<file path="src/hw/stt_defines.svh">
`ifndef STT_DEFINES_SVH
`define STT_DEFINES_SVH

// Counter geometry
`define STT_CNT_W 24
`define STT_PER_W 25
`define STT_CNT_ZERO 24'h000000
`define STT_CNT_ONE 24'h000001
`define STT_PER_MIN 25'h0000001
`define STT_PER_MAX 25'h1000000
`define STT_PER_RST 25'h1000000

`endif

</file>
<file path="src/hw/stt_pkg.sv">
`include "stt_defines.svh"

package stt_pkg;

  // Software control of the timer
  typedef struct packed {
    logic count_en;
    logic irq_en;
    logic period_wr;
    logic [`STT_PER_W-1:0] period;
    logic current_wr;
  } stt_ctrl_t;

  // Observable timer state
  typedef struct packed {
    logic [`STT_CNT_W-1:0] count;
    logic [`STT_PER_W-1:0] period;
    logic irq_pending;
  } stt_stat_t;

endpackage : stt_pkg

</file>
<file path="src/hw/stt_timer.sv">
`timescale 1ns/1ps
`include "stt_defines.svh"
module stt_timer #(
  // Counter and period widths
  parameter int CNT_W = `STT_CNT_W,
  parameter int PER_W = `STT_PER_W
) (
  // Clock and reset
  input wire logic core_clk_i,
  input wire logic resetn_i,
  // Software control
  input wire stt_pkg::stt_ctrl_t ctrl_i,
  // Interrupt controller handshake
  input wire logic handler_entry_i,
  // Status and interrupt
  output stt_pkg::stt_stat_t stat_o,
  output logic irq_o
);
  import stt_pkg::*;

  logic [CNT_W-1:0] count_q;
  logic [PER_W-1:0] period_q;
  logic pending_q;
  logic irq_q;
  logic wrap;
  logic per_new_q;

  // Reload value as counter width
  function automatic logic [`STT_CNT_W-1:0] reload_of(
    input logic [`STT_PER_W-1:0] per);
    logic [`STT_PER_W-1:0] m;
    m = per - `STT_PER_MIN;
    reload_of = m[`STT_CNT_W-1:0];
  endfunction : reload_of

  // Legal period: one tick up to full range
  function automatic logic period_ok(input logic [`STT_PER_W-1:0] per);
    period_ok = (per >= `STT_PER_MIN) && (per <= `STT_PER_MAX);
  endfunction : period_ok

  //////////////////////////////////////////////////////////////////////////
  // Refuse widths that do not match the carrier struct fields
  if (CNT_W != $bits(stat_o.count)) begin : g_cnt_w_bad
    $error("count width does not match status carrier");
  end
  if (PER_W != $bits(stat_o.period)) begin : g_per_w_bad
    $error("period width does not match status carrier");
  end
  // Period must reach one past the largest count
  if (PER_W <= CNT_W) begin : g_per_narrow
    $error("period width too narrow for full count range");
  end

  //////////////////////////////////////////////////////////////////////////
  // Period register
  always_ff @(posedge core_clk_i or negedge resetn_i) begin
    if (!resetn_i) begin
      period_q <= `STT_PER_RST;
    end else if (ctrl_i.period_wr && period_ok(ctrl_i.period)) begin
      period_q <= ctrl_i.period;
    end
  end

  // Wrap: enabled counter sitting at zero
  assign wrap = ctrl_i.count_en && (count_q == `STT_CNT_ZERO);

  //////////////////////////////////////////////////////////////////////////
  // Down counter
  always_ff @(posedge core_clk_i or negedge resetn_i) begin
    if (!resetn_i) begin
      count_q <= `STT_CNT_ZERO;
    end else if (ctrl_i.current_wr) begin
      count_q <= `STT_CNT_ZERO;
    end else if (wrap) begin
      count_q <= reload_of(period_q);
    end else if (ctrl_i.count_en) begin
      count_q <= count_q - `STT_CNT_ONE;
    end
  end

  //////////////////////////////////////////////////////////////////////////
  // Pending interrupt, set wins over clear
  always_ff @(posedge core_clk_i or negedge resetn_i) begin
    if (!resetn_i) begin
      pending_q <= 1'b0;
    end else if (wrap && !ctrl_i.current_wr) begin
      pending_q <= 1'b1;
    end else if (handler_entry_i) begin
      pending_q <= 1'b0;
    end
  end

  // period changed flag
  // Count may exceed a new period until the next reload
  always_ff @(posedge core_clk_i or negedge resetn_i) begin
    if (!resetn_i) begin
      per_new_q <= 1'b0;
    end else if (ctrl_i.period_wr) begin
      per_new_q <= 1'b1;
    end else if (wrap && !ctrl_i.current_wr) begin
      per_new_q <= 1'b0;
    end
  end

  // Masked request to processor
  always_ff @(posedge core_clk_i or negedge resetn_i) begin
    if (!resetn_i) begin
      irq_q <= 1'b0;
    end else begin
      irq_q <= ctrl_i.irq_en && pending_q && !handler_entry_i;
    end
  end

  assign irq_o = irq_q;
  assign stat_o.count = count_q;
  assign stat_o.period = period_q;
  assign stat_o.irq_pending = pending_q;
endmodule : stt_timer

</file>
<file path="config.mk">
export PLATFORM = sky130hd
export DESIGN_NAME = stt_timer
export DESIGN_NICKNAME = d
export VERILOG_FILES = /design/src/hw/stt_pkg.sv /design/src/hw/stt_timer.sv
export VERILOG_INCLUDE_DIRS = /design/src /design/src/hw
export SDC_FILE = /design/constraint.sdc
export NUM_CORES = 1
export LEC_CHECK = 0
export ABC_AREA = 1
export BUFFER_PORTS_ARGS = -buffer_cell sky130_fd_sc_hd__buf_4
export CAP_MARGIN = 20
export CORE_MARGIN = 1
export CORE_UTILIZATION = 40
export DETAILED_ROUTE_END_ITERATION = 10
export PLACE_DENSITY_LB_ADDON = 0.08
export SLEW_MARGIN = 40
export SYNTH_ARGS = -nofsm -noshare
export SYNTH_HDL_FRONTEND = slang
export SYNTH_SLANG_ARGS = --single-unit
</file>
<file path="constraint.sdc">
create_clock -name core_clk_i -period 2 [get_ports core_clk_i]
set_input_delay 0.4 -clock core_clk_i [delete_from_list [all_inputs] [get_ports core_clk_i]]
set_output_delay 0.4 -clock core_clk_i [all_outputs]
set_load 0.01 [all_outputs]
</file>
# [After elaboration in Yosys (flattened, before gate mapping)]
# Index checks and enable logic that the tools add are counted.
[word_totals] regBits=51 latch_bits=0 ram_bits=0 romBits=0 inputBits=32 out_inout_bits=51 elab_cells=24 n_memories=0
[classes] add_sub_neg=2 multipliers=0 n_div=0 n_lt_le_gt_ge=2 n_eq_ne=0 shift=0 n_mux=5 bitwise=0 reduce_logical=11
[ops] op="24-bit 2-to-1 mux" n=3
[ops] op="24-bit by 1-bit subtractor with 24-bit output (second input constant)" n=2
[ops] op="25-bit by 1-bit greater-or-equal comparator with 1-bit output (second input constant)" n=1
[ops] op="25-bit <= comparator (second input constant)" n=1
[ops] op="24-bit zero test" n=1
[ops] op="1-bit logical AND" n=6
[ops] op="3-bit nonzero test" n=1
[ops] op="1-bit zero test" n=2
[ops] op="1-bit 2-to-1 mux" n=2
[ops] op="2-bit nonzero test" n=1

# [Logic depth before layout (Yosys ltp)]
# Gate-level depths: netlist of the first run.
[depth] depth_word=4 depth_mapped=16 depth_no_buf=16

# [Worst setup path after synthesis of the first run]
# OpenSTA, ideal clock, no wires.
[synth_path] path_kind="register to register" from="register count_q[5]" to="register count_q[23]" setup_time_ps=117 arrival_ps=1777 required_ps=1883 setup_slack_ps=105 stages_incl_launch_ff=16 n_path_buf=1 period_less_slack_ps=1895 cell_sequence="dfrtp_1 > nor2_2 > nand2_2 > nor2_4 > nand2_4 > nor2_8 > buf_6 > nand2_4 > nand2_4 > nand2_2 > nor2_2 > nand2_1 > nor2_2 > nand3_1 > nand3_1 > nand2_1"
[synth_via] elab_chain_len=4 word_cells_on_any_way=7 classes_between="add/sub: 1; mux: 3; reduce/logical: 3"
[synth_lines] item="from (decl)" line="stt_timer.sv:21" source="logic [CNT_W-1:0] count_q;"
[synth_lines] item="from (signal assigned)" line="stt_timer.sv:71" source="count_q <= `STT_CNT_ZERO;"
[synth_lines] item="from (signal assigned)" line="stt_timer.sv:73" source="count_q <= `STT_CNT_ZERO;"
[synth_lines] item="from (signal assigned)" line="stt_timer.sv:75" source="count_q <= reload_of(period_q);"
[synth_lines] item="24-bit by 1-bit subtractor with 24-bit output (no source line) / 24-bit zero test (equally long branches)"
[synth_lines] item="24-bit 2-to-1 mux / 1-bit logical AND (equally long branches)" line="stt_timer.sv:76, stt_timer.sv:65"
[synth_lines] item="24-bit 2-to-1 mux" line="stt_timer.sv:74" source="end else if (wrap) begin"
[synth_lines] item="24-bit 2-to-1 mux" line="stt_timer.sv:72" source="end else if (ctrl_i.current_wr) begin"
# Parallel ways exist; a longest one is shown, timed or not. The select of a mux whose other input is x is not followed.
# A chain may end at the register's enable or synchronous reset.

# [Worst setup path after layout of the first run]
[layout_path] from="register count_q[14]" to="register count_q[12]"
[layout_via] elab_chain_len=4 word_cells_on_any_way=5 classes_between="mux: 2; reduce/logical: 3"
[layout_lines] item="24-bit zero test (no source line) *"
[layout_lines] item="1-bit logical AND *" line="stt_timer.sv:65" source="assign wrap = ctrl_i.count_en && (count_q == `STT_CNT_ZERO);"
[layout_lines] item="24-bit 2-to-1 mux" line="stt_timer.sv:74"
[layout_lines] item="24-bit 2-to-1 mux" line="stt_timer.sv:72"
# Every way passes the cells marked *; elsewhere a longest branch is shown, timed or not.

==> summary.txt, run 1 <==
Placement
  • Detailed Place HPWL: between 8000 and 9000 µm
  • PortBufs: 82
  • Gp weighted congestion: approximately 1

CTS
  • Inserted Clock Buffers: 5
  • TritonCTS clock tree: done
  • Max clock buf depth: 2
  • CTS Hold Bufs: 0
  • Clk Latency, worst-skew pair: roughly 0.31 ns
  • CTS sink count: about 50
  • CTS HTree Levels: 2
  • Clk slew on worst S/H paths: 0.10 ns
  • Clk root buf: clkbuf_8

Logic synthesis
  • Cells after synthesis: about 520
  • Number of flops mapped to enable cells by yosys: 0
  • Netlist cell types: 27
  • Synth top area share: 36.6%
  • Avg Inst Size Synth: about 6.6 µm²
  • Mapped cell area: about 3400 µm²
  • Async set-or-reset flop fraction in the synthesized netlist: 100%
  • Ys Warns: 0
  • Net Count, Synth: approximately 550
  • Register bit total from synthesis: approximately 50
  • Dominant cell type by area after synthesis: dfrtp_1
  • Largest cells by area after synthesis: dfrtp_1 37%, nand2_1 18%, nand3_1 7.3%
  • Sequential fraction of the synthesis area: 37.4%
  • Dominant synthesized flop cell: dfrtp_1

Setup path
  • Slowest-stage cell, CP: dfrtp_1
  • Worst setup SP type: flip-flop
  • Critical Path Fanout Max: 5
  • Endpoint class of the critical path: flip-flop
  • Beginning of the critical path: count_q[14]
  • Worst R2R Setup Slack: -0.17 ns
  • Worst EP required: between 2 and 2.5 ns
  • Worst path cell trace: nor2_2, nand2_2, inv_2, nand2_2, nor2_4, buf_12, nand3b_1, nand2_2, nand2_2, nor2_4, nand2_4, nor2_4, nand2_1, nand3_2, o21ai_1
  • Peak per-stage delay on the critical path: 0.42 ns
  • Worst R2R Start: count_q[14]
  • Crit path kind: flip-flop to flip-flop
  • Crit path DAT: 2.36 ns
  • Top cell by count, worst path: nand2_2

STA
  • Min Tclk post-route: about 2.2 ns
  • # setup viols final: 19
  • Rel. slew slack: 55.5%
  • Slew Viols, Final: 0
  • RSZ-0062 raised after global routing: yes
  • Clock skew: between 0.01 and 0.015 ns
  • Fmax: ~0.46 GHz
  • Final setup margin: -0.171 ns
  • Tcrit/Tclk final: 109%
  • Worst slew pin tran: about 0.67 ns
  • Fin. Hold Viols: 0

Worst hold path
  • HP Class: primary input to async pin

Run
  • Maxcap violations: 0

Detailed routing
  • Initial DRT Pass Iterations: 8
  • Via count: about 4,100
  • Drt initial violations: 268
  • Wire per inst: 15.1 µm
  • Vias/cell: between 4 and 5
  • Final ANT Viol Nets: 0
  • Post-Route WL: 12,300 µm
  • # DRC: 0

Power
  • Tot Pwr: 9160 µW
  • Worst vdd ir: about 0.55 mV
  • PD cells: ~1600 nW/µm²
  • Pleak: slightly above 0.003 µW

Floorplanning
  • DIE AREA: roughly 8900 µm²
  • Row count: 33
  • Ports: 83
  • Total core area: 8260 µm²
  • Chip Height: about 94 µm
  • Die width: between 90 and 100 µm
  • Starting density of the core: roughly two fifths

Layout
  • Most common cell after layout, fill and taps aside: buf_4
  • Sequential Area: around 1300 µm²
  • Layout cells sized above 1: approximately half
  • Ant. Diodes: 0
  • Most frequent cells in the layout: 180 x buf_4, 101 x nand2_1, 62 x inv_1
  • Final #Nets: approximately 740
  • # fillers: 703
  • Final Core Density: roughly 69%
  • Area delta synth->final: 66.1%
  • Multi-input gate area: between 2000 and 2500 µm²

Global routing
  • Gr usage total: ~27%
  • Vias in the first global route: around 3,700
  • Largest net degree at the start of global routing: 52
  • GR Overflow Total: 0
  • Initial antenna violation count: 0
  • First-pass GRT wire length: between 15,000 and 20,000 µm

Status
  • Failing checks: setup timing
  • Status: finished, violations left
-- power breakdown --
group	switching, µW	internal [µW]	leakage, µW	total (µW)
sequential	174	1230	0.000651	1400
clock	348	317	0.0000515	665
combinational	4070	3020	0.00237	7090
-- worst paths after layout --
| check | cells past startpoint | end |
|---|---|---|
| max | 15 | count_q[12] |
| min | 1 | count_q[12] |
| max reg2reg | 15 | count_q[12] |
| min reg2reg | 2 | period_q[24] |
| max in group asynchronous | 1 | count_q[21] |
| min in group core_clk_i | 2 | irq_o |
-- layout make-up --
class	count	share of cell area [%]
inverters	76	5.03
clock buffers	8	1.76
flip-flops and latches	51	22.6
multi-input cells	384	41.1
well taps	105	2.32
repair buffers	193	27.2
-- synth_stat cells (2+ instances only) --
master	number
nor4_1	3
o22ai_1	7
buf_6	3
nand3_1	50
dfrtp_1	50
inv_1	65
nand2_4	3
inv_2	10
nor2_2	10
nor2_4	7
buf_2	2
nand4_1	3
clkbuf_1	6
a21oi_1	10
nand2_2	13
nand2_1	164
o21ai_1	4
o21ai_0	36
nor2_1	65
nand3b_1	3
-- cells by family (layout without fill, tap and decap cells) --
group / count (synthesis) / in the layout / share of synthesized area, %
flops: 51 / 51 / 37.4
simple gates: 324 / 326 / 43.2
compound gates: 58 / 58 / 8.83
buf+inv: 88 / 277 / 10.5
-- state kept, by name (all words and copies together), names as in the netlist --
register and flops:
pending_q 1, irq_o 1, count_q 24, period_q 25
-- per-layer routing --
metal	global-route usage [%]	share of wire, %	vias to the layer above
met3	3.78	7.5	34
li1	-	-	2006
met1	38.7	45	1828
met2	42.1	45	204
met4	8.72	2.6	0
met5	0	0	-
-- per-stage QoR --
stage | cell area, µm² | setup slack [ns] | instances | setup TNS (ns) | hold WS, ns
CTS | 5180 | -0.132 | 803 | -1.32 | 0.153
floorplan | 3410 | 0.105 | 521 | 0 | 0.104
detailed placement | 4740 | -0.330 | 778 | -7.52 | 0.481
global route | 5670 | -0.275 | 817 | -4.21 | 0.180
finish | 5670 | -0.171 | 817 | -2.06 | 0.127
global placement | 4740 | -0.340 | 778 | -8.11 | 0.474
-- what timing repair did --
action,in CTS,in global routing
setup endpoints to repair,22,23
resized for setup,66,113
cloned,1,1
setup buffers,17,13
pin swaps,55,44
-- worst max-delay path, delay by kind of cell (launching register included) --
family / cells / cell delay (ns)
AOI/OAI and AO/OA: 1 / 0.06
and+or+nand+nor: 12 / 1.36
buffers and inverters: 2 / 0.20
DFF: 1 / 0.42
No activity file was read; power rests on OpenSTA's default activity.
==> run 2, diff against run 1 <==
--- a/config.mk
+++ b/config.mk
@@ -11,2 +11,3 @@
 export CAP_MARGIN = 20
+export CORE_ASPECT_RATIO = 0.6
 export CORE_MARGIN = 1
==> constraint.sdc (replaced) <==
create_clock -name core_clk_i -period 2 [get_ports core_clk_i]
set_input_delay 0.1 -clock core_clk_i [delete_from_list [all_inputs] [get_ports core_clk_i]]
set_output_delay 0.1 -clock core_clk_i [all_outputs]
set_load 0.01 [all_outputs]
==> run 2 against run 1 <==
The run still ends with setup timing left. Utilization up 1.7 points. Non-clock buffer count up 6. Sequential power about the same. Setup slack better by 0.032 ns. Largest power group unchanged. First-iteration DRC count up 20%. Combinational power down 3.2%.
==> summary.txt, run 2 (same netlist as run 1, synthesis figures left out) <==
Global routing
  • Vias in the first global route: approximately 3,700
  • Gr usage total: 28.7%
  • GR Overflow Total: 0
  • First-pass GRT wire length: between 15,000 and 20,000 µm
  • Initial antenna violation count: 0
  • Largest net degree at the start of global routing: between 50 and 60

Power
  • Reg power frac: 15.4%
  • Sw Share: between 40 and 50%
  • Design internal power: ~4600 µW
  • Pleak: between 0.003 and 0.004 µW
  • Clock Power Share: under 10%
  • PD cells: 1610 nW/µm²
  • Combinational power share: between 70% and 80%
  • P_sw: about 4500 µW
  • Worst vdd ir: about 0.75 mV

Status
  • Status: finished, violations left
  • Failing checks: setup timing

Placement
  • Gp weighted congestion: roughly 0.92
  • Worst slack, placed: -0.231 ns
  • Detailed Place HPWL: 9230 µm
  • PortBufs: 82
  • Placement Cell Area: between 4000 and 5000 µm²

Setup path
  • Crit path DAT: 2.30 ns
  • Worst setup SP type: flip-flop
  • Crit path kind: flip-flop to flip-flop
  • Endpoint class of the critical path: flip-flop
  • Worst R2R Setup Slack: -0.14 ns
  • Critical Path Fanout Max: 6
  • Worst EP required: roughly 2.2 ns

Layout
  • Final instance area: between 5000 and 6000 µm²
  • Ant. Diodes: 0
  • Largest registers: period_q x25, count_q x24
  • Max FFs per register: 25
  • Layout cells sized above 1: between 40% and 50%
  • Final #Nets: 748
  • Multi-input gate area: 2210 µm²
  • # fillers: approximately 650
  • Most frequent cells in the layout: 184 x buf_4, 113 x nand2_1, 63 x inv_1
  • Area delta synth->final: 66.4%
  • Final Core Density: 70.4%
  • Most common cell after layout, fill and taps aside: buf_4
  • Sequential Area: about 1300 µm²
  • Top reg by flops: period_q

Detailed routing
  • Drt initial violations: around 320
  • Initial DRT Pass Iterations: 4
  • # DRC: 0
  • Vias/cell: approximately 5.0
  • Wire per inst: 15.3 µm
  • Post-Route WL: about 13,000 µm
  • Via count: 4,139
  • Final ANT Viol Nets: 0

CTS
  • Clk slew on worst S/H paths: 0.07 ns
  • CTS HTree Levels: 2
  • Clk root buf: clkbuf_16
  • TritonCTS clock tree: done
  • CTS sink count: 51
  • Clk Latency, worst-skew pair: about 0.3 ns
  • Inserted Clock Buffers: 5
  • Max clock buf depth: 2

Floorplanning
  • Die width: about 120 µm
  • Total core area: approximately 8000 µm²
  • Chip Height: around 74 µm
  • Row count: 25
  • Ports: 83
  • DIE AREA: approximately 8900 µm²
  • Starting density of the core: between 40% and 50%

STA
  • # setup viols final: 21
  • Slew Viols, Final: 0
  • Fmax: between 0.4 and 0.5 GHz
  • RSZ-0062 raised after global routing: yes
  • Min Tclk post-route: between 2 and 2.5 ns
  • Total negative setup slack: -1.95 ns
  • Clock skew: just under 0.007 ns
  • Final setup margin: -0.139 ns
  • Rel. slew slack: between 50% and 60%
  • Hold slack final: 0.000673 ns
  • Worst slew pin tran: 0.671 ns
  • Tcrit/Tclk final: 107%
  • Fin. Hold Viols: 0

Worst hold path
  • HP Class: primary input to flip-flop

Run
  • Maxcap violations: 0
-- run 2: changes by cell type in the layout (fill, tap and decap cells not counted), moves of 5 or more --
cell,delta
nand3_1,+5
nor2_2,-6
clkbuf_16,+6
clkbuf_8,-7
nand2_2,-12
o21ai_0,+5
nor2_1,+8
nand2_1,+12
-- run 2: worst paths after layout --
| kind | from | endpoint | cells past startpoint |
|---|---|---|---|
| worst max-delay path | count_q[3] | count_q[12] | 14 |
| worst min-delay path | ctrl_i[0] | pending_q | 2 |
| min in group asynchronous | resetn_i | period_q[1] | 2 |
| worst max register to register | count_q[3] | count_q[12] | 14 |
| worst min register to register | period_q[24] | period_q[24] | 2 |
| max in group asynchronous | resetn_i | count_q[18] | 2 |
-- run 2: power groups by stage --
stage / logic (µW) / registers (µW) / clock network [µW]
after floorplan: 2690 / 1480 / 0
after global placement: 4830 / 1410 / 0
after detailed placement: 4830 / 1410 / 0
after CTS: 5570 / 1400 / 877
after global routing: 7330 / 1420 / 911
final: 6860 / 1400 / 861
-- run 2: metrics by stage --
stage | std cells | total power [µW]
finish | 825 | 9120
global route | 825 | 9670
CTS | 807 | 7840
detailed placement | 779 | 6240
global placement | 779 | 6250
floorplan | 521 | 4170
-- run 2: repair_timing --
item	4_1_cts	5_1_grt
buffers inserted	16	17
hold buffers	2	0
cloned	2	1
setup endpoints to repair	22	23
gates resized for setup	56	81
pin swaps	42	28
endpoints found under the hold margin	52	0
-- run 2: cell type report --
type	count	area share, %
inverter	76	5.02
clock inverter	2	0.220
clock buffer	6	2.27
sequential	51	22.5
timing repair buffer	199	28.7
multi-input combinational	383	38.9
tap	108	2.38
-- run 2: critical path, stage by stage (launching register included) --
cell and delay, ns:
dfrtp_1 0.39, nor2_2 0.12, nand2_1 0.11, nor2_4 0.15
nand2_4 0.10, nor2_8 0.22, nand2_2 0.09, nand2_4 0.10
nand2_4 0.07, nor2_4 0.16, nand2_4 0.11, nor2_4 0.15
nand2_1 0.07, nand3_1 0.07, o21ai_1 0.07
-- run 2: metal layers --
metal / GRT usage, % / part of all wire [%] / vias up
li1: - / - / 2022
met1: 44.0 / 48 / 1941
met2: 40.9 / 42 / 158
met3: 5.36 / 7.8 / 18
met4: 7.41 / 1.4 / 0
met5: 0 / 0 / -
==> run 3, diff against run 2 <==
- CORE_UTILIZATION: 40 -> 45
==> run 3 against run 2 <==
Largest cell class unchanged. Total power increased by 0.27%. The run still ends with setup timing left. Critical path depth did not move. Final cell count is 1.6% lower. First-iteration DRC count grew 57%.
==> summary.txt, run 3 (same netlist as run 1, synthesis figures left out) <==
Status
  • Status: finished, violations left
  • Failing checks: setup timing

Setup path
  • Top cell by count, worst path: nand3_1
  • Endpoint class of the critical path: flip-flop
  • Critical Path Fanout Max: 4
  • Peak per-stage delay on the critical path: approximately 0.45 ns
  • Slowest-stage cell, CP: dfrtp_1
  • Worst setup SP type: flip-flop
  • Crit path kind: flip-flop to flip-flop
  • Worst path cell trace: nor2_1, nand3_1, nor2_4, buf_6, buf_4, nand3_1, nand2_1, buf_4, nor2_1, nand3_1, nor2_2, nand3_1, nand3_1, nand2_1
  • Worst EP required: about 2.2 ns
  • Crit path DAT: 2.44 ns
  • Worst R2R Start: count_q[19]
  • Beginning of the critical path: count_q[19]

Power
  • Reg power frac: ~15%
  • Pleak: 0.00309 µW
  • P_sw: between 4000 and 5000 µW
  • Worst vdd ir: roughly 0.72 mV
  • Design internal power: roughly 4800 µW
  • Combinational power share: 72.5%
  • Sw Share: 47.5%
  • Clock Power Share: about 12%
  • PD cells: about 1600 nW/µm²
  • Tot Pwr: 9150 µW

Layout
  • Area delta synth->final: 63.4%
  • Ant. Diodes: 0
  • Most common cell after layout, fill and taps aside: buf_4
  • Final #Nets: ~740
  • Largest registers: period_q x25, count_q x24
  • Layout cells sized above 1: 45.2%
  • Top reg by flops: period_q
  • Most frequent cells in the layout: 175 x buf_4, 123 x nand2_1, 64 x inv_1
  • Max FFs per register: 25

Global routing
  • Vias in the first global route: 3,870
  • Largest net degree at the start of global routing: 52
  • Gr usage total: 32.5%
  • GR Overflow Total: 0
  • First-pass GRT wire length: 19,600 µm
  • Initial antenna violation count: 0

STA
  • Min Tclk post-route: approximately 2.2 ns
  • Final setup margin: -0.247 ns
  • Clock skew: approximately 0.007 ns
  • Slew Viols, Final: 0
  • Hold slack final: 0.0183 ns
  • Worst slew pin tran: ~0.7 ns
  • Fin. Hold Viols: 0
  • Rel. slew slack: 53.3%
  • # setup viols final: 22
  • Tcrit/Tclk final: 112%
  • Fmax: approximately 0.45 GHz
  • RSZ-0062 raised after global routing: yes

Detailed routing
  • Initial DRT Pass Iterations: 5
  • # DRC: 0
  • Vias/cell: 5.16
  • Via count: ~4,200
  • Post-Route WL: around 13,000 µm
  • Final ANT Viol Nets: 0
  • Wire per inst: about 16 µm
  • Drt initial violations: 504

CTS
  • CTS sink count: between 50 and 60
  • Inserted Clock Buffers: 5
  • Clk root buf: clkbuf_16
  • Clk Latency, worst-skew pair: around 0.3 ns
  • Max clock buf depth: 2
  • TritonCTS clock tree: done
  • CTS HTree Levels: 2
  • Clk slew on worst S/H paths: roughly 0.07 ns

Worst hold path
  • HP Class: primary input to flip-flop
  • Min-delay src: ctrl_i[0]

Run
  • Maxcap violations: 0

Placement
  • Detailed Place HPWL: between 9000 and 10,000 µm
  • PortBufs: 82
  • Gp weighted congestion: around 0.88

Floorplanning
  • Ports: between 80 and 90
  • Row count: 24
  • DIE AREA: slightly below 8000 µm²
  • Die width: 114 µm
  • Starting density of the core: roughly 47%
  • Total core area: between 7000 and 8000 µm²
  • Chip Height: slightly below 70 µm
[run 3: changes by cell type in the layout (fill, tap and decap cells not counted), sizes merged]
cell,previous run,this run
clkbuf,7,6
buf,196,188
bufinv,0,2
clkinvlp,1,0
clkinv,1,0
[run 3: path summary, 6_finish.rpt]
kind                                     end  slack (ns)  cells past startpoint
worst min register to register  period_q[24]        0.50                      2
worst max-delay path             count_q[17]       -0.25                     14
worst min-delay path               pending_q        0.02                      2
min in group asynchronous              irq_o        0.38                      2
max in group asynchronous        count_q[18]        1.10                      2
worst max register to register   count_q[17]       -0.25                     14
[run 3: final cells by class]
cell class	instances	area (µm²)
Multi-Input combinational cell	383	2140
Fill cell	571	1720
Timing Repair Buffer	190	1560
Sequential cell	51	1280
Inverter	76	288
Tap cell	104	130
Clock buffer	6	129
Clock inverter	2	60.1
[run 3: critical path, delay by kind of cell, from the launching register on]
family | cells | cell delay [ns]
simple gates | 11 | 1.28
flops | 1 | 0.45
buf+inv | 3 | 0.41
[run 3: power by group through the flow]
stage / combinational, µW / clock [µW] / sequential (µW)
3_5_place_dp: 4850 / 0 / 1400
3_3_place_gp: 4800 / 0 / 1400
4_1_cts: 5850 / 1120 / 1390
6_report: 6630 / 1120 / 1400
2_1_floorplan: 2690 / 0 / 1480
5_1_grt: 7090 / 1160 / 1420
[run 3: per-layer routing]
metal,wire (µm),track usage [%]
met2,5780,49.4
met4,119,6.20
met1,5950,48.7
met3,1000,5.51
met5,0,0
[run 3: repair_timing]
action | in CTS | in global routing
resized for setup | 70 | 55
pin swaps | 28 | 42
endpoints found under the setup margin | 22 | 23
setup buffers | 20 | 8
endpoints found under the hold margin | 52 | 0
hold buffers | 2 | 0
cloned | 2 | 0
[run 3: through the flow]
stage | std cells | area [µm²] | setup WS [ns] | utilization, % | setup TNS [ns]
final | 812 | 5580 | -0.247 | 76.5 | -3.28
after global routing | 812 | 5580 | -0.361 | 76.5 | -5.96
after detailed placement | 772 | 4730 | -0.313 | 64.8 | -4.41
after global placement | 772 | 4730 | -0.322 | 64.8 | -3.85
after CTS | 804 | 5350 | -0.185 | 73.3 | -1.91
after floorplan | 521 | 3410 | 0.105 | - | 0
